$ cat src/logic/gio_pkg.sv
package gio_pkg;

   // ------------------------------------------------------------
   // register map
   // ------------------------------------------------------------
   localparam logic [7:0] GIO_CFG_OFS = 8'h00;
   localparam logic [7:0] GIO_STAT_OFS = 8'h04;

   // ------------------------------------------------------------
   // configuration fields
   // ------------------------------------------------------------
   localparam int GIO_CFG_W = 18;
   localparam int GIO_MODE_LSB = 0;
   localparam int GIO_IN_REG_BIT = 3;
   localparam int GIO_OUT_REG_BIT = 4;
   localparam int GIO_OE_REG_BIT = 5;
   localparam int GIO_IN_FALL_BIT = 6;
   localparam int GIO_OUT_FALL_BIT = 7;
   localparam int GIO_OE_FALL_BIT = 8;
   localparam int GIO_INVERT_BIT = 9;
   localparam int GIO_DDR_BIT = 10;
   localparam int GIO_ALIGN_LSB = 11;
   localparam int GIO_SERDES_BIT = 13;
   localparam int GIO_PULL_DN_BIT = 14;
   localparam int GIO_HOLD_BIT = 15;
   localparam int GIO_DYN_PU_BIT = 16;
   localparam int GIO_USER_BIT = 17;
   localparam logic [GIO_CFG_W-1:0] GIO_CFG_RST = 18'h00000;
   localparam logic [GIO_CFG_W-1:0] GIO_HS_ONLY_MASK = 18'h1A000;

   // ------------------------------------------------------------
   // data widths
   // ------------------------------------------------------------
   localparam int GIO_CORE_W = 4;
   localparam int GIO_DDR_W = 2;

   typedef enum logic [2:0]
   {
      GIO_UNUSED = 3'h0,
      GIO_INPUT = 3'h1,
      GIO_OUTPUT = 3'h2,
      GIO_BIDIR = 3'h3,
      GIO_CLKOUT = 3'h4,
      GIO_BYPASS = 3'h5
   } gio_mode_e;

   typedef enum logic [1:0]
   {
      GIO_AL_NORMAL = 2'h0,
      GIO_AL_RESYNC = 2'h1,
      GIO_AL_PIPE = 2'h2
   } gio_align_e;

endpackage

$ cat src/logic/gio_ser4.sv
`timescale 1ns/100ps
module gio_ser4 #(
   parameter int WIDTH = 4
) (
   input wire logic core_clk,
   input wire logic rstn,
   input wire logic ser_in,
   input wire logic [WIDTH-1:0] par_in,
   output logic [WIDTH-1:0] par_out,
   output logic word_strobe,
   output logic ser_out
);

   if (WIDTH < 2)
   begin : g_width_check
      $error("gio_ser4 needs at least two bits");
   end

   logic [$clog2(WIDTH)-1:0] cnt_ff;
   logic [WIDTH-1:0] rx_sh_ff;
   logic [WIDTH-1:0] tx_sh_ff;
   logic [WIDTH-1:0] word_ff;
   logic strobe_ff;
   wire last_bit = (cnt_ff == ($clog2(WIDTH))'(WIDTH - 1));
   // newest bit enters at the top, so the earliest ends at bit 0
   wire [WIDTH-1:0] nxt_rx_sh = {ser_in, rx_sh_ff[WIDTH-1:1]};

   always_ff @(posedge core_clk or negedge rstn)
   begin
      if (!rstn)
      begin
         cnt_ff <= '0;
         rx_sh_ff <= '0;
         tx_sh_ff <= '0;
         word_ff <= '0;
         strobe_ff <= 1'b0;
      end
      else
      begin
         cnt_ff <= last_bit ? '0 : cnt_ff + 1'b1;
         rx_sh_ff <= nxt_rx_sh;
         strobe_ff <= last_bit;
         if (last_bit)
         begin
            word_ff <= nxt_rx_sh;
            tx_sh_ff <= par_in;
         end
         else
         begin
            tx_sh_ff <= {1'b0, tx_sh_ff[WIDTH-1:1]};
         end
      end
   end

   assign par_out = word_ff;
   assign word_strobe = strobe_ff;
   assign ser_out = tx_sh_ff[0];

endmodule // gio_ser4

$ cat src/logic/gio_io_logic.sv
// Chosen here: the strobed register port and the register addresses.
`timescale 1ns/100ps
module gio_io_logic #(
   parameter bit HIGH_SPEED = 1'b1
) (
   input wire logic core_clk,
   input wire logic rstn,
   input wire logic [7:0] reg_addr,
   input wire logic [31:0] reg_wdata,
   input wire logic reg_wr,
   input wire logic reg_rd,
   output logic [31:0] reg_rdata,
   input wire logic [gio_pkg::GIO_CORE_W-1:0] core_out,
   input wire logic core_oe,
   output logic [gio_pkg::GIO_CORE_W-1:0] core_in,
   output logic core_word_strobe,
   input wire logic clk_tree,
   output logic bypass_input,
   input wire logic pad_in,
   output logic pad_out,
   output logic pad_oe,
   output logic pad_pull_up,
   output logic pad_pull_down,
   output logic pad_hold
);

   // ------------------------------------------------------------
   // configuration register
   // ------------------------------------------------------------
   logic [gio_pkg::GIO_CFG_W-1:0] cfg_ff;
   logic [31:0] rdata_ff;
   logic [1:0] cfg_age_ff;
   wire cfg_sel = (reg_addr == gio_pkg::GIO_CFG_OFS);
   wire stat_sel = (reg_addr == gio_pkg::GIO_STAT_OFS);
   // features absent on high-voltage pins stay cleared
   wire [gio_pkg::GIO_CFG_W-1:0] hs_mask = HIGH_SPEED ? '1 : ~gio_pkg::GIO_HS_ONLY_MASK;
   wire [gio_pkg::GIO_CFG_W-1:0] nxt_cfg = reg_wdata[gio_pkg::GIO_CFG_W-1:0] & hs_mask;

   gio_pkg::gio_mode_e mode;
   gio_pkg::gio_align_e align;
   assign mode = gio_pkg::gio_mode_e'(cfg_ff[gio_pkg::GIO_MODE_LSB +: 3]);
   assign align = gio_pkg::gio_align_e'(cfg_ff[gio_pkg::GIO_ALIGN_LSB +: 2]);

   wire user_mode = cfg_ff[gio_pkg::GIO_USER_BIT];
   wire in_reg_en = cfg_ff[gio_pkg::GIO_IN_REG_BIT];
   wire out_reg_en = cfg_ff[gio_pkg::GIO_OUT_REG_BIT];
   wire oe_reg_en = cfg_ff[gio_pkg::GIO_OE_REG_BIT];
   wire in_fall = cfg_ff[gio_pkg::GIO_IN_FALL_BIT];
   wire out_fall = cfg_ff[gio_pkg::GIO_OUT_FALL_BIT];
   wire oe_fall = cfg_ff[gio_pkg::GIO_OE_FALL_BIT];
   wire out_invert = cfg_ff[gio_pkg::GIO_INVERT_BIT];
   wire double_edge_mode = cfg_ff[gio_pkg::GIO_DDR_BIT];
   wire serdes_en = cfg_ff[gio_pkg::GIO_SERDES_BIT];
   wire pull_dn_sel = cfg_ff[gio_pkg::GIO_PULL_DN_BIT];
   wire hold_en = cfg_ff[gio_pkg::GIO_HOLD_BIT];
   wire dyn_pu_en = cfg_ff[gio_pkg::GIO_DYN_PU_BIT];

   // ------------------------------------------------------------
   // mode decode
   // ------------------------------------------------------------
   wire m_unused = !user_mode || (mode == gio_pkg::GIO_UNUSED);
   wire m_clk = user_mode && (mode == gio_pkg::GIO_CLKOUT);
   wire m_byp = user_mode && (mode == gio_pkg::GIO_BYPASS);
   wire m_bidir = user_mode && (mode == gio_pkg::GIO_BIDIR);
   wire m_out = user_mode && (mode == gio_pkg::GIO_OUTPUT);
   wire rx_en = user_mode && ((mode == gio_pkg::GIO_INPUT) || m_bidir);
   wire tx_en = m_out || m_bidir;
   wire ser_act = serdes_en && !double_edge_mode;
   wire al_rise = (align != gio_pkg::GIO_AL_NORMAL);

   always_ff @(posedge core_clk or negedge rstn)
   begin
      if (!rstn)
      begin
         cfg_ff <= gio_pkg::GIO_CFG_RST;
         cfg_age_ff <= 2'h0;
      end
      else
      begin
         if (reg_wr && cfg_sel)
         begin
            cfg_ff <= nxt_cfg;
         end
         cfg_age_ff <= (reg_wr && cfg_sel) ? 2'h0 : ((cfg_age_ff == 2'h3) ? 2'h3 : cfg_age_ff + 2'h1);
      end
   end

   // ------------------------------------------------------------
   // receive capture registers
   // ------------------------------------------------------------
   logic in_pos_ff;
   logic in_neg_ff;
   logic [gio_pkg::GIO_DDR_W-1:0] rsy_ff;
   logic [gio_pkg::GIO_DDR_W-1:0] pip_ff;

   always_ff @(posedge core_clk or negedge rstn)
   begin
      if (!rstn)
      begin
         in_pos_ff <= 1'b0;
      end
      else
      begin
         in_pos_ff <= pad_in;
      end
   end

   always_ff @(negedge core_clk or negedge rstn)
   begin
      if (!rstn)
      begin
         in_neg_ff <= 1'b0;
      end
      else
      begin
         in_neg_ff <= pad_in;
      end
   end

   // falling sample waits half a period to join the rising one
   always_ff @(posedge core_clk or negedge rstn)
   begin
      if (!rstn)
      begin
         rsy_ff <= '0;
         pip_ff <= '0;
      end
      else
      begin
         rsy_ff <= {in_neg_ff, in_pos_ff};
         pip_ff <= rsy_ff;
      end
   end

   wire rise_sample_bit = (align == gio_pkg::GIO_AL_NORMAL) ? in_pos_ff :
                          (align == gio_pkg::GIO_AL_RESYNC) ? rsy_ff[0] : pip_ff[0];
   wire fall_sample_bit = (align == gio_pkg::GIO_AL_NORMAL) ? in_neg_ff :
                          (align == gio_pkg::GIO_AL_RESYNC) ? rsy_ff[1] : pip_ff[1];
   wire rx_reg_bit = in_fall ? in_neg_ff : in_pos_ff;
   wire rx_bit = in_reg_en ? rx_reg_bit : pad_in;

   // ------------------------------------------------------------
   // serializer and deserializer
   // ------------------------------------------------------------
   logic [gio_pkg::GIO_CORE_W-1:0] des_word;
   logic des_strobe;
   logic ser_bit;

   gio_ser4 #(
      .WIDTH(gio_pkg::GIO_CORE_W)
   ) u_ser4 (
      .core_clk(core_clk),
      .rstn(rstn),
      .ser_in(pad_in),
      .par_in(core_out),
      .par_out(des_word),
      .word_strobe(des_strobe),
      .ser_out(ser_bit)
   );

   // ------------------------------------------------------------
   // core receive bus
   // ------------------------------------------------------------
   wire [gio_pkg::GIO_CORE_W-1:0] rx_word =
      !rx_en ? '0 :
      ser_act ? des_word :
      double_edge_mode ? {2'h0, fall_sample_bit, rise_sample_bit} :
      {3'h0, rx_bit};
   assign core_in = rx_word;
   assign core_word_strobe = rx_en && ser_act && des_strobe;

   // bypass is a plain gate, no register in its way
   assign bypass_input = m_byp && pad_in;

   // ------------------------------------------------------------
   // transmit and enable registers
   // ------------------------------------------------------------
   logic out_pos_ff;
   logic out_neg_ff;
   logic oe_pos_ff;
   logic oe_neg_ff;
   logic [gio_pkg::GIO_DDR_W-1:0] tx_al_ff;
   logic [gio_pkg::GIO_DDR_W-1:0] tx_pip_ff;
   logic ddr_p_ff;
   logic ddr_n_ff;

   always_ff @(posedge core_clk or negedge rstn)
   begin
      if (!rstn)
      begin
         out_pos_ff <= 1'b0;
         oe_pos_ff <= 1'b0;
         tx_al_ff <= '0;
         tx_pip_ff <= '0;
      end
      else
      begin
         out_pos_ff <= core_out[0];
         oe_pos_ff <= core_oe;
         tx_al_ff <= core_out[1:0];
         tx_pip_ff <= tx_al_ff;
      end
   end

   always_ff @(negedge core_clk or negedge rstn)
   begin
      if (!rstn)
      begin
         out_neg_ff <= 1'b0;
         oe_neg_ff <= 1'b0;
      end
      else
      begin
         out_neg_ff <= core_out[0];
         oe_neg_ff <= core_oe;
      end
   end

   // both bits enter on the rising edge in resync and pipeline mode
   wire [gio_pkg::GIO_DDR_W-1:0] launch_pair = (align == gio_pkg::GIO_AL_PIPE) ? tx_pip_ff : tx_al_ff;
   wire rise_launch_bit = al_rise ? launch_pair[0] : core_out[0];
   wire fall_launch_bit = al_rise ? launch_pair[1] : core_out[1];

   // xor pair merges two edge registers into one glitch-free stream
   always_ff @(posedge core_clk or negedge rstn)
   begin
      if (!rstn)
      begin
         ddr_p_ff <= 1'b0;
      end
      else
      begin
         ddr_p_ff <= rise_launch_bit ^ ddr_n_ff;
      end
   end

   always_ff @(negedge core_clk or negedge rstn)
   begin
      if (!rstn)
      begin
         ddr_n_ff <= 1'b0;
      end
      else
      begin
         ddr_n_ff <= fall_launch_bit ^ ddr_p_ff;
      end
   end

   wire ddr_stream = ddr_p_ff ^ ddr_n_ff;
   wire tx_reg_bit = out_fall ? out_neg_ff : out_pos_ff;
   wire tx_regd = double_edge_mode ? ddr_stream : (ser_act ? ser_bit : tx_reg_bit);
   wire tx_bit = (out_reg_en || double_edge_mode || ser_act) ? (tx_regd ^ out_invert) : core_out[0];
   wire oe_reg_bit = oe_fall ? oe_neg_ff : oe_pos_ff;
   wire bidir_oe = oe_reg_en ? oe_reg_bit : core_oe;

   // ------------------------------------------------------------
   // pad driver, pull and hold
   // ------------------------------------------------------------
   wire drv_en = m_clk || m_out || (m_bidir && bidir_oe);
   assign pad_oe = drv_en;
   assign pad_out = !drv_en ? 1'b0 : (m_clk ? clk_tree : (tx_en ? tx_bit : 1'b0));
   // configuring: always pull-up; unused: selectable pull
   wire cfg_pull = !user_mode || (m_unused && !pull_dn_sel);
   wire dyn_pull = user_mode && dyn_pu_en && !drv_en;
   assign pad_pull_up = cfg_pull || dyn_pull;
   assign pad_pull_down = user_mode && m_unused && pull_dn_sel && !dyn_pull;
   assign pad_hold = user_mode && !m_unused && hold_en && !drv_en && !dyn_pull;

   // ------------------------------------------------------------
   // register read port
   // ------------------------------------------------------------
   wire [31:0] stat_word = {23'h000000, core_in, pad_hold, pad_oe, pad_out, pad_in, 1'b0} >> 1;
   wire [31:0] nxt_rdata = cfg_sel ? {14'h0000, cfg_ff} : (stat_sel ? stat_word : 32'h00000000);

   always_ff @(posedge core_clk or negedge rstn)
   begin
      if (!rstn)
      begin
         rdata_ff <= 32'h00000000;
      end
      else
      begin
         rdata_ff <= reg_rd ? nxt_rdata : 32'h00000000;
      end
   end

   assign reg_rdata = rdata_ff;

   // ------------------------------------------------------------
   // checks
   // ------------------------------------------------------------
   wire quiet = (cfg_age_ff == 2'h3) && !(reg_wr && cfg_sel);

   chk_config_pullup: assert property (@(posedge core_clk) disable iff (!rstn)
      !user_mode |-> (!pad_oe && pad_pull_up && !pad_pull_down))
      else $error("pin not pulled up during configuration");

   chk_unused_pull: assert property (@(posedge core_clk) disable iff (!rstn)
      (user_mode && m_unused && !dyn_pu_en) |-> (!pad_oe && (pad_pull_up == !pull_dn_sel) && (pad_pull_down == pull_dn_sel)))
      else $error("unused pin pull or tristate wrong");

   chk_bypass_path: assert property (@(posedge core_clk) disable iff (!rstn)
      m_byp |-> (core_in == '0 && bypass_input == pad_in && !pad_oe))
      else $error("bypass path not direct");

   chk_rx_rise_reg: assert property (@(posedge core_clk) disable iff (!rstn)
      (quiet && rx_en && in_reg_en && !in_fall && !double_edge_mode && !ser_act) |=> core_in[0] == $past(pad_in))
      else $error("registered receive bit wrong");

   chk_rx_resync_pair: assert property (@(posedge core_clk) disable iff (!rstn)
      (quiet && rx_en && double_edge_mode && align == gio_pkg::GIO_AL_RESYNC) ##1 quiet |->
      core_in[0] == $past(pad_in, 2))
      else $error("resync rising bit misaligned");

   chk_out_mode_drive: assert property (@(posedge core_clk) disable iff (!rstn)
      m_out |-> (pad_oe && !pad_hold && !pad_pull_down))
      else $error("output mode driver off");

   chk_out_invert: assert property (@(posedge core_clk) disable iff (!rstn)
      (quiet && tx_en && out_reg_en && !out_fall && !double_edge_mode && !ser_act && pad_oe) |=>
      (!pad_oe || pad_out == ($past(core_out[0]) ^ out_invert)))
      else $error("output register or inversion wrong");

   chk_clock_out: assert property (@(posedge core_clk) disable iff (!rstn)
      m_clk |-> (pad_oe && pad_out == clk_tree))
      else $error("clock output not driven");

   chk_bidir_oe_reg: assert property (@(posedge core_clk) disable iff (!rstn)
      (quiet && m_bidir && oe_reg_en && !oe_fall) |=> pad_oe == $past(core_oe))
      else $error("registered enable wrong");

   // low phase of the pad shows the fall bit taken from the core since the last rising edge
   chk_ddr_out_fall: assert property (@(posedge core_clk) disable iff (!rstn)
      (quiet && m_out && double_edge_mode && align == gio_pkg::GIO_AL_NORMAL) |->
      pad_out == (core_out[1] ^ out_invert))
      else $error("double-edge output low phase wrong");

   chk_hold_idle: assert property (@(posedge core_clk) disable iff (!rstn)
      (m_bidir && hold_en && !dyn_pu_en && !pad_oe) |-> (pad_hold && !pad_pull_up && !pad_pull_down))
      else $error("bus hold not alone on idle pin");

   chk_hv_features: assert property (@(posedge core_clk) disable iff (!rstn)
      !HIGH_SPEED |-> (!pad_hold && !ser_act && !dyn_pu_en))
      else $error("high-speed feature on high-voltage pin");

endmodule // gio_io_logic

$ cat config.mk
export PLATFORM = sky130hd
export DESIGN_NAME = gio_io_logic
export DESIGN_NICKNAME = d
export VERILOG_FILES = /design/src/logic/gio_pkg.sv /design/src/logic/gio_ser4.sv /design/src/logic/gio_io_logic.sv
export SDC_FILE = /design/constraint.sdc
export NUM_CORES = 1
export LEC_CHECK = 0
export ABC_AREA = 1
export BUFFER_PORTS_ARGS = -buffer_cell sky130_fd_sc_hd__buf_2
export CAP_MARGIN = 0
export CORE_UTILIZATION = 45
export DETAILED_ROUTE_END_ITERATION = 6
export PLACE_DENSITY = 0.8
export SLEW_MARGIN = 20
export SYNTH_ARGS = -nofsm -noshare
export SYNTH_HDL_FRONTEND = slang
export SYNTH_HIERARCHICAL = 1
export SYNTH_SLANG_ARGS = --single-unit
$ cat constraint.sdc
create_clock -name core_clk -period 1.25 [get_ports core_clk]
set_input_delay 0.1875 -clock core_clk [delete_from_list [all_inputs] [get_ports core_clk]]
set_output_delay 0.1875 -clock core_clk [all_outputs]
set_load 0.1 [all_outputs]
==> results.md, run 1 <==
- Share of cells above drive strength 1: 46.60%
- DIE AREA: between 0.006 and 0.007 mm^2
- RD Place Congestion: slightly above 0.8
- Hold path start: pad_in
- Final Total Pwr: 0.005078 W
- CP Class: reg2out
- Vias: 2539
- Lkg Pwr: approximately 2.3 nW
- Top-count cell post-synth: nand2_1
- Nets: 475
- Internal power: about 0.0035 W
- Gr usage total: between 20% and 30%
- Io pins: 94
- DR pass1 iterations: 5
- Setup TNS Final: -14.35 ns
- WP data required: roughly 1.1 ns
- Worst path arrival time: ~2.3 ns
- Mapped cell area: 0.002696 mm^2
- Area growth syn-to-layout: 64.36%
- PD cells: 1146 mW/mm^2
- Wire length per cell: 16.04 um
- DIE WIDTH: between 70 and 80 um
- Final non-filler cell total: approximately 500
- CTS Buf Count: 9
- Gr ovfl total: 0
- Setup violations, final: 20
- Sw Ratio: between 30% and 40%
- Top routing layer in use: met4
- P_sw: approximately 0.0015 W
- Vias in the first global route: 2532
- Critical path buffer and inverter count: 2
- Netlist cell types: 28
- Ys Warns: 6
- Critical path endpoint category: output port
- Rows: 27
- Worst-case clock buffer depth: 2
- Status: complete, but fails checks
- Sequential share of power: ~45%
- Root Driver: clkbuf_8
- Most used cell, CP: nand2_2
- Top cell type by total area after synthesis: dfrtp_1
- Final worst setup slack: -1.196 ns
- WL met1: between 3000 and 4000 um
- Starting DRT DRC Count: ~210
- Antenna diodes: 0
- Initial antenna violation count: 0
- Crit path largest cell delay: about 0.40 ns
- Worst hold endpoint: u_ser4/rx_sh_ff[3]
- Failing checks: negative setup slack
- Detailed Place HPWL: ~5000 um
- Initial Util: between 40% and 50%
- Fin. max-slew vios: 0
- Worst Skew: roughly 0.017 ns
- RR Startpoint: in_neg_ff
- Die Y: 79.41 um
- First-pass GRT wire length: 12190 um
- Worst setup SP type: flop
- Met2 WL: around 4100 um
- Core area: between 0.005 and 0.006 mm^2
- #FFs+latches synth: 65
- RSZ-0062 raised after global routing: true
- Synth area leaders: dfrtp_1 (57%), nand2_1 (8.9%), nor2_1 (5.6%)
- Largest net degree at the start of global routing: 29
- Port bufs: 65
- Top post-synthesis cells by count: nand2_1 (64), dfrtp_1 (61), nor2_1 (40)
- Ys flop type: dfrtp_1
- Flop2flop setup slack: -0.72 ns
- Latest clock arrival within the worst-skew pair: 0.36 ns
- Worst R2R Path Depth: 8
- Hold crit path type: in2reg
- Logic pwr share: between 10% and 20%
- VDD IR max: 0.0008268 V
- Inst Count DP: 471
- DRC violations left: 0
- Cells after Synth: ~280
- CTS tree: yes
- CP delay by family, top: simple AND/OR/NAND/NOR gates
- Total routed wirelength: between 8000 and 9000 um
- MaxCap Viol Count: 0
- Async SR Flop Fraction: between 90% and 100%
- Routed wl met3: 469 um
- Mapped Avg Cell Area: between 9 and 10 um^2
- Clk pwr share: 35.6%
- Number of flops mapped to enable cells by yosys: 0
- Clk sinks: 65
- Vias per cell: ~5
- WHS Path Cells: 1
- Worst reg2reg endpoint: reg_rdata[5]
- Clock slew seen by the registers of the worst setup and hold paths: ~0.070 ns
- ANT nets after route: 0
- Cell-by-cell trace of the critical path: nand2_2 -> nand3_2 -> nand3_4 -> buf_4 -> a21oi_2 -> nand2_2 -> nand2_8 -> buf_12
- Register area share after synthesis: 60.32%
- Max stage delay cell, worst path: dfrtn_1
- Final hold violations: 0
- Crit-path max FO: 3
- H-tree depth: 3
- Post-synth top area share: a little under three fifths
==> worst max-delay path by stage <==
stage                     to  slack (ns)       from  cells after the start
4_1_cts             pad_hold       -1.14  oe_neg_ff                      9
3_3_place_gp   pad_pull_down       -0.75  oe_neg_ff                      7
2_1_floorplan       pad_hold       -0.91  oe_neg_ff                      7
6_report             pad_out       -1.20  oe_neg_ff                      8
5_1_grt          pad_pull_up       -1.27  oe_neg_ff                      7
3_5_place_dp   pad_pull_down       -0.82  oe_neg_ff                      7
==> layout by cell type, fill, tap and decap left out, drive strengths merged <==
master,instances
a21oi,17
a22o,2
and3,2
buf,131
bufinv,1
clkbuf,11
clkinv,2
clkinvlp,4
conb,14
dfrtn,4
dfrtp,61
dlygate4sd3,1
ha,2
inv,27
mux2,3
nand2,65
nand3,17
nand4,3
nor2,40
nor3,6
nor4,1
o211ai,2
o21ai,6
o21bai,1
o22ai,1
or2,1
xor2,2
==> stage by stage <==
step	utilization [%]	cell area, um^2	worst slack (ns)	hold slack, ns
floorplan	-	2897	-0.9108	-0.1081
global placement	70.46	3975	-0.7545	0.06015
detailed placement	70.46	3975	-0.8216	0.06183
CTS	77.58	4377	-1.138	0.004234
global route	78.55	4432	-1.275	0.01217
finish	78.55	4432	-1.196	0.007561
==> power by group through the flow <==
| stage | combinational [W] | clock (W) | sequential (W) |
|---|---|---|---|
| after floorplan | 0.000545 | 0 | 0.00231 |
| after global placement | 0.000829 | 0 | 0.00231 |
| after detailed placement | 0.000856 | 0 | 0.00231 |
| after CTS | 0.000958 | 0.00179 | 0.00227 |
| after global routing | 0.00105 | 0.00192 | 0.00229 |
| final | 0.000989 | 0.00181 | 0.00228 |
==> flip-flops by register name (all words and copies together), names as in the netlist <==
| name | flops |
|---|---|
| reg_rdata | 18 |
| pip_ff | 2 |
| u_ser4/par_out | 4 |
| out_neg_ff | 1 |
| ddr_p_ff | 1 |
| tx_al_ff | 2 |
| ddr_n_ff | 1 |
| rsy_ff | 2 |
| u_ser4/cnt_ff | 2 |
| u_ser4/tx_sh_ff | 4 |
| oe_pos_ff | 1 |
| cfg_ff | 18 |
| u_ser4/rx_sh_ff | 3 |
| tx_pip_ff | 2 |
| u_ser4/word_strobe | 1 |
| in_pos_ff | 1 |
| in_neg_ff | 1 |
| oe_neg_ff | 1 |
==> cell families after synthesis <==
kind of cell / after synthesis / synth area share, %
other cells: 1 / 0.1391
simple gates: 135 / 21.58
mux: 3 / 1.253
fa+ha+maj: 2 / 0.9279
buf+inv: 47 / 9.141
xor+xnor: 2 / 0.6498
compound gates: 29 / 5.986
flops: 65 / 60.32
==> what timing repair did <==
item,in CTS,in global routing
setup endpoints to repair,24,20
endpoints found under the hold margin,24,0
hold buffers,1,0
pin swaps,15,11
gates resized for setup,34,11
gates cloned,0,0
buffers inserted,11,4
==> layout make-up <==
| cell class | count | area, um^2 |
|---|---|---|
| Clock buffer | 11 | 141.4 |
| Clock inverter | 5 | 55.05 |
| Fill cell | 298 | 1210 |
| Inverter | 29 | 116.4 |
| Multi-Input combinational cell | 185 | 1105 |
| Sequential cell | 65 | 1630 |
| Tap cell | 72 | 90.09 |
| Timing Repair Buffer | 132 | 1294 |
==> per-layer routing <==
layer  global-route usage, %  vias up
li1                        -     1154
met1                   30.49     1231
met2                   46.12      128
met3                   6.286       26
met4                   16.55        0
met5                       0        -
Note: power is estimated with default switching activity, not from simulation.
==> run 2, diff against run 1 <==
HOLD_SLACK_MARGIN = 0.02   (was not set)
==> run 2 against run 1 <==
  * The flow still finishes with violations (negative setup slack)
  * Flip-flop and latch count unchanged
  * Non-clock buffer count up 7
  * First-iteration DRC count up 32%
  * Utilization up 1.6 points
  * Critical path depth down 1
  * Global-route usage up 1.2 points
  * Sequential share of layout area down 0.73 points
  * Clock-buffer cell count unchanged
  * Combinational power up 9%
  * Hold slack better by 0.033 ns
  * Clock skew up 0.0036 ns
  * Wire length up 12%
  * Critical endpoint is now pad_pull_up
==> results.md, run 2 (synthesis results as in run 1) <==
- CP Launch Point: oe_neg_ff
- Clk sinks: 65 (unchanged)
- Post-DP Area: 0.003975 mm^2 (unchanged)
- P_sw: 0.001624 W (+4.9%)
- Most frequent cells in the layout: dfrtp_1 (58), buf_4 (58), nand2_1 (47)
- Cell-by-cell trace of the critical path: nand2_1 -> nand3_2 -> nand3_4 -> nand4_1 -> buf_4 -> nand2_4 -> buf_12
- Vias: 2722 (+7.2%)
- Hold path start: core_out[2]
- DIE AREA: 0.006305 mm^2 (unchanged)
- Wire length per cell: 17.73 um (+10%)
- RD Place Congestion: 0.8312 (unchanged)
- CTS tree: yes
- Latest clock arrival within the worst-skew pair: 0.36 ns (about the same)
- Internal power: 0.003551 W (+0.60%)
- Total routed wirelength: 8970 um (+12%)
- CP Class: reg2out
- Logic pwr share: 20.9% (+1.4 points)
- Worst path arrival time: 2.27 ns (about the same)
- Rows: 27 (unchanged)
- Crit path largest cell delay: 0.32 ns (-0.08 ns)
- Nets: 482 (+1.5%)
- Gr ovfl total: 0 (unchanged)
- Sequential share of power: 44.2% (-0.7 points)
- Lkg Pwr: 2.334 nW (+2.1%)
- Clk pwr share: 34.9% (-0.7 points)
- Port bufs: 65 (unchanged)
- Clock slew seen by the registers of the worst setup and hold paths: 0.06 ns (about the same)
- Failing checks: negative setup slack
- WHS: 0.04061 ns (+0.03305 ns)
- ANT nets after route: 0 (unchanged)
- PD cells: 1145 mW/mm^2 (-0.11%)
- RSZ-0062 raised after global routing: true
- WP data required: 1.06 ns (about the same)
- Largest net degree at the start of global routing: 29 (unchanged)
- Root Driver: clkbuf_8
- Initial Util: 47.79% (unchanged)
- Worst-case clock buffer depth: 2 (unchanged)
- Final worst setup slack: -1.209 ns (-0.01312 ns)
- Gr usage total: 28.22% (+1.2 points)
- DIE WIDTH: 79.41 um (unchanged)
- Starting DRT DRC Count: 275 (+32%)
- Hold crit path type: in2reg
- Worst setup SP type: flop
- Worst Skew: 0.02082 ns (+0.003618 ns)
- Fin. max-slew vios: 0 (unchanged)
- Final hold violations: 0 (unchanged)
- Die Y: 79.41 um (unchanged)
- Share of cells above drive strength 1: 47.93% (+1.3 points)
- DRC violations left: 0 (unchanged)
- Vias in the first global route: 2632 (+3.9%)
- Area growth syn-to-layout: 67.70%
- DR pass1 iterations: 5 (unchanged)
- H-tree depth: 3 (unchanged)
- Crit-path max FO: 4 (+1)
- Max stage delay cell, worst path: dfrtn_1
- Critical path endpoint category: output port
- Filler Cell Count: 292 (-2.0%)
- Io pins: 94 (unchanged)
- Core area: 0.005642 mm^2 (unchanged)
- Vias per cell: 5.379 (+5.7%)
- MaxCap Viol Count: 0 (unchanged)
- Antenna diodes: 0 (unchanged)
- RR Startpoint: ddr_n_ff
- Fin area: 0.004522 mm^2 (+2.0%)
- CTS Buf Count: 9 (unchanged)
- Detailed Place HPWL: 5004 um (unchanged)
- Setup violations, final: 20 (unchanged)
- Setup TNS Final: -14.66 ns (-0.3060 ns)
- VDD IR max: 0.0008430 V (+2.0%)
- Sw Ratio: 31.38% (+0.90 points)
- Pre-CTS WS: -0.8216 ns (unchanged)
- First-pass GRT wire length: 12830 um (+5.3%)
- Status: complete, but fails checks
- Initial antenna violation count: 0 (unchanged)
-- run 2: cell types whose count changed in the layout (fill, tap and decap cells not counted), moves of 2 or more --
cell           delta
nand3_2           +3
dlygate4sd3_1     +3
buf_4             +4
nand3_1           -3
nand2_1           -2
-- run 2: layer usage --
layer | vias to the layer above | routed length (um) | share of wire, % | track usage [%]
li1 | 1166 | - | - | -
met1 | 1313 | 3366 | 38 | 31.53
met2 | 193 | 4516 | 50 | 47.84
met3 | 50 | 588 | 6.6 | 6.743
met4 | 0 | 498 | 5.6 | 18.73
met5 | - | 0 | 0 | 0
-- run 2: repair_timing --
action,4_1_cts,5_1_grt
hold buffers,4,0
pin swaps,15,16
gates resized for setup,34,18
endpoints found under the setup margin,24,20
endpoints found under the hold margin,36,0
buffers inserted,11,8
-- run 2: power groups by stage --
stage	sequential [W]	clock, W	combinational, W
2_1_floorplan	0.00231	0	0.000545
3_3_place_gp	0.00231	0	0.000829
3_5_place_dp	0.00231	0	0.000856
4_1_cts	0.00227	0.00179	0.000965
5_1_grt	0.00229	0.00192	0.00113
6_report	0.00229	0.00181	0.00108
-- run 2: metrics by stage --
step	total power [W]	util (%)	std cells
after global routing	0.005336	80.15	506
after global placement	0.003135	70.46	471
after floorplan	0.002852	-	297
final	0.005175	80.15	506
after CTS	0.005032	78.11	500
after detailed placement	0.003169	70.46	471
-- run 2: path summary, 6_finish.rpt --
check	to	slack, ns	cells after the start
worst max-delay path	pad_pull_up	-1.21	7
worst min-delay path	u_ser4/tx_sh_ff[2]	0.04	3
worst max register to register	reg_rdata[1]	-0.81	10
worst min register to register	tx_pip_ff[0]	0.38	0
max in group asynchronous	oe_neg_ff	0.24	2
min in group asynchronous	cfg_ff[7]	0.24	2
-- run 2: cell type report --
cell class | instances | area (um^2) | share of cell area (%)
Timing Repair Buffer | 139 | 1354 | 29.94
Multi-Input combinational cell | 185 | 1135 | 25.10
Clock inverter | 5 | 55.05 | 1.217
Sequential cell | 65 | 1630 | 36.05
Tap cell | 72 | 90.09 | 1.992
Clock buffer | 11 | 141.4 | 3.127
Inverter | 29 | 116.4 | 2.573
-- run 2: critical path: cells and delay by family, from the launching register on --
family,cells,cell delay [ns]
and+or+nand+nor,5,0.59
buffers and inverters,2,0.39
DFF,1,0.32
==> run 3, diff against run 2 <==
ABC_AREA = not set   (was 1)
==> run 3 against run 2 <==
  * The flow still finishes with violations (negative setup slack)
  * Combinational power is 28% lower
  * Clock-buffer cell count is the same
  * Power shrank 6.1%
  * Synthesized cell count is 29% lower
  * Global-route usage shrank 4.0 points
  * Flip-flop and latch count did not move
  * Wire length decreased by 9.5%
  * Synthesized area up 1.1%
  * Hold slack improved by 0.023 ns
  * Register-to-register slack got worse by 0.31 ns
  * Critical path type unchanged
  * Critical endpoint is now pad_out
  * Highest routed layer unchanged
==> results.md, run 3 <==
- Largest net degree at the start of global routing: 30 (+3.4%)
- Most frequent cells in the layout: dfrtp_1 (60), buf_4 (59), buf_2 (34)
- Fin. max-slew vios: 0 (unchanged)
- Wire length per cell: 19.51 um (+10%)
- Initial Util: 48.02% (+0.22 points)
- CTS tree: yes
- Worst path arrival time: 2.63 ns (+0.36 ns)
- Worst Skew: 0.01976 ns (-0.001057 ns)
- Worst setup SP type: flop
- Vias in the first global route: 2305 (-12%)
- Nets: 392 (-19%)
- Crit path to: pad_out
- Ys flop type: dfrtp_1
- RD Place Congestion: 0.7945 (-4.4%)
- RR Startpoint: out_neg_ff
- Inst Count DP: 380 (-19%)
- Latest clock arrival within the worst-skew pair: 0.35 ns (about the same)
- PD cells: 1101 mW/mm^2 (-3.8%)
- Worst R2R Path Depth: 6 (-4)
- Hold crit path type: in2reg
- Critical path buffer and inverter count: 1 (-1)
- Starting DRT DRC Count: 98 (-64%)
- Crit path largest cell delay: 0.39 ns (+0.07 ns)
- Detailed Place HPWL: 4528 um (-9.5%)
- CTS Buf Count: 9 (unchanged)
- Area growth syn-to-layout: 61.89%
- Async SR Flop Fraction: 100.0% (unchanged)
- Synth area leaders: dfrtp_1 (56%), mux2_2 (6.6%), mux2_4 (5.5%)
- Cells after Synth: 203 (-29%)
- Final hold violations: 0 (unchanged)
- Register area share after synthesis: 59.69% (-0.64 points)
- Critical path endpoint category: output port
- Clock slew seen by the registers of the worst setup and hold paths: 0.07 ns (about the same)
- Flop2flop setup slack: -1.12 ns (-0.31 ns)
- First-pass GRT wire length: 10950 um (-15%)
- Total routed wirelength: 8117 um (-9.5%)
- Number of flops mapped to enable cells by yosys: 0 (unchanged)
- RSZ-0062 raised after global routing: true
- Final worst setup slack: -1.569 ns (-0.3600 ns)
- CP delay by family, top: simple AND/OR/NAND/NOR gates
- VDD IR max: 0.0008168 V (-3.1%)
- Top post-synthesis cells by count: dfrtp_1 (61), mux2_2 (16), and2_1 (15)
- Die Y: 79.82 um (+0.52%)
- Most common cell after layout, fill and taps aside: dfrtp_1
- DIE WIDTH: 79.82 um (+0.52%)
- Cell-by-cell trace of the critical path: mux2i_1 -> a211oi_2 -> or3_4 -> a211oi_4 -> nor2_4 -> buf_12
- Max stage delay cell, worst path: or3_4
- WHS: 0.06323 ns (+0.02262 ns)
- DIE AREA: 0.006371 mm^2 (+1.0%)
- Gr usage total: 24.20% (-4.0 points)
- Netlist cell types: 40 (+43%)
- Final non-filler cell total: 416 (-18%)
- Ys Warns: 6 (unchanged)
- Worst reg2reg endpoint: reg_rdata[1]
- #FFs+latches synth: 65 (unchanged)
- Failing checks: negative setup slack
- Lkg Pwr: 2.153 nW (-7.8%)
- Crit-path max FO: 2 (-2)
- Mapped cell area: 0.002725 mm^2 (+1.1%)
- Root Driver: clkbuf_8
- ANT nets after route: 0 (unchanged)
- CP Class: reg2out
- Mapped Avg Cell Area: 13.42 um^2 (+41%)
- Gr ovfl total: 0 (unchanged)
- WP data required: 1.06 ns (about the same)
- Filler Cell Count: 290 (-0.68%)
- Post-synth top area share: 56.01% (-0.60 points)
- H-tree depth: 3 (unchanged)
- Status: complete, but fails checks
- Antenna diodes: 0 (unchanged)
- Core area: 0.005675 mm^2 (+0.60%)
- Vias: 2124 (-22%)
- Share of cells above drive strength 1: 59.30% (+11 points)
- Top cell type by total area after synthesis: dfrtp_1
- Initial antenna violation count: 0 (unchanged)
- Io pins: 94 (unchanged)
- CP Launch Point: out_neg_ff
- DR pass1 iterations: 4 (-1)
- Port bufs: 65 (unchanged)
- Rows: 27 (unchanged)
- Setup violations, final: 40 (+100%)
- Worst path depth: 6 (-1)
- MaxCap Viol Count: 0 (unchanged)
- Top-count cell post-synth: dfrtp_1
- Vias per cell: 5.106 (-5.1%)
- DRC violations left: 0 (unchanged)
- Clk sinks: 65 (unchanged)
- Worst-case clock buffer depth: 2 (unchanged)
-- run 3: changes by cell type in the layout (fill, tap and decap cells not counted), moves of 5 or more --
cell	delta
a21oi_1	-15
nor2_1	-31
and2_1	+9
nand2_2	-9
mux2i_1	+6
mux2_4	+10
inv_2	-5
nand2_1	-38
nand3_2	-8
inv_1	-21
and2_4	+6
mux2_2	+13
buf_12	-5
nand3_1	-6
-- run 3: area by class of cell --
class                   instances  area [um^2]  area share, %
inverters                       1        3.754        0.08508
clock buffers                  11        141.4          3.205
flip-flops and latches         65         1628          36.90
multi-input cells             128         1171          26.55
repair buffers                134         1323          29.98
clock inverters                 5        55.05          1.248
well taps                      72        90.09          2.042
-- run 3: layer usage --
metal	vias up	wire length, um	global-route usage [%]
met4	0	255	12.68
li1	958	-	-
met3	21	449	5.143
met1	1057	3028	25.49
met2	88	4384	44.79
met5	-	0	0
-- run 3: how the worst min path moves through the flow --
stage	start	cells past startpoint	end	slack (ns)
3_3_place_gp	rstn	1	pip_ff[1]	0.08
3_5_place_dp	rstn	1	rsy_ff[1]	0.08
5_1_grt	reg_wdata[11]	2	cfg_ff[11]	0.06
4_1_cts	core_out[3]	2	u_ser4/tx_sh_ff[3]	0.06
6_report	core_out[3]	2	u_ser4/tx_sh_ff[3]	0.06
2_1_floorplan	rstn	0	cfg_ff[0]	-0.11
-- run 3: cell families after synthesis --
logic type / share of synthesized area, %
AO/OA/AOI/OAI: 6.336
XOR/XNOR: 0.9644
adder cells (fa/ha/maj): 0.9181
buffers and inverters: 5.969
flip-flops: 59.69
multiplexers: 14.69
other: 0.1376
AND/OR/NAND/NOR: 11.29
-- run 3: where the power goes --
group | leakage (nW) | internal (W) | switching, W
Combinational | 1.22 | 0.000314 | 0.000460
Sequential | 0.841 | 0.00220 | 0.0000951
Clock | 0.0953 | 0.000968 | 0.000817
Total | 2.15 | 0.00349 | 0.00137
-- run 3: repair_timing --
action,CTS,global route
setup endpoints to repair,50,49
buffers inserted,10,12
hold buffers,2,0
endpoints found under the hold margin,21,0
resized for setup,32,9
pin swaps,13,14
cloned,2,3
-- run 3: per-stage QoR --
step / worst slack (ns) / setup TNS (ns) / total power [W] / instance area (um^2) / util [%]
final: -1.569 / -22.42 / 0.004859 / 4412 / 77.73
after global routing: -1.595 / -24.01 / 0.005022 / 4412 / 77.73
after CTS: -1.400 / -21.54 / 0.004782 / 4294 / 75.66
after detailed placement: -1.147 / -23.71 / 0.002997 / 3831 / 67.50
after global placement: -1.092 / -22.57 / 0.002972 / 3831 / 67.50
after floorplan: -1.132 / -20.28 / 0.002723 / 2945 / -
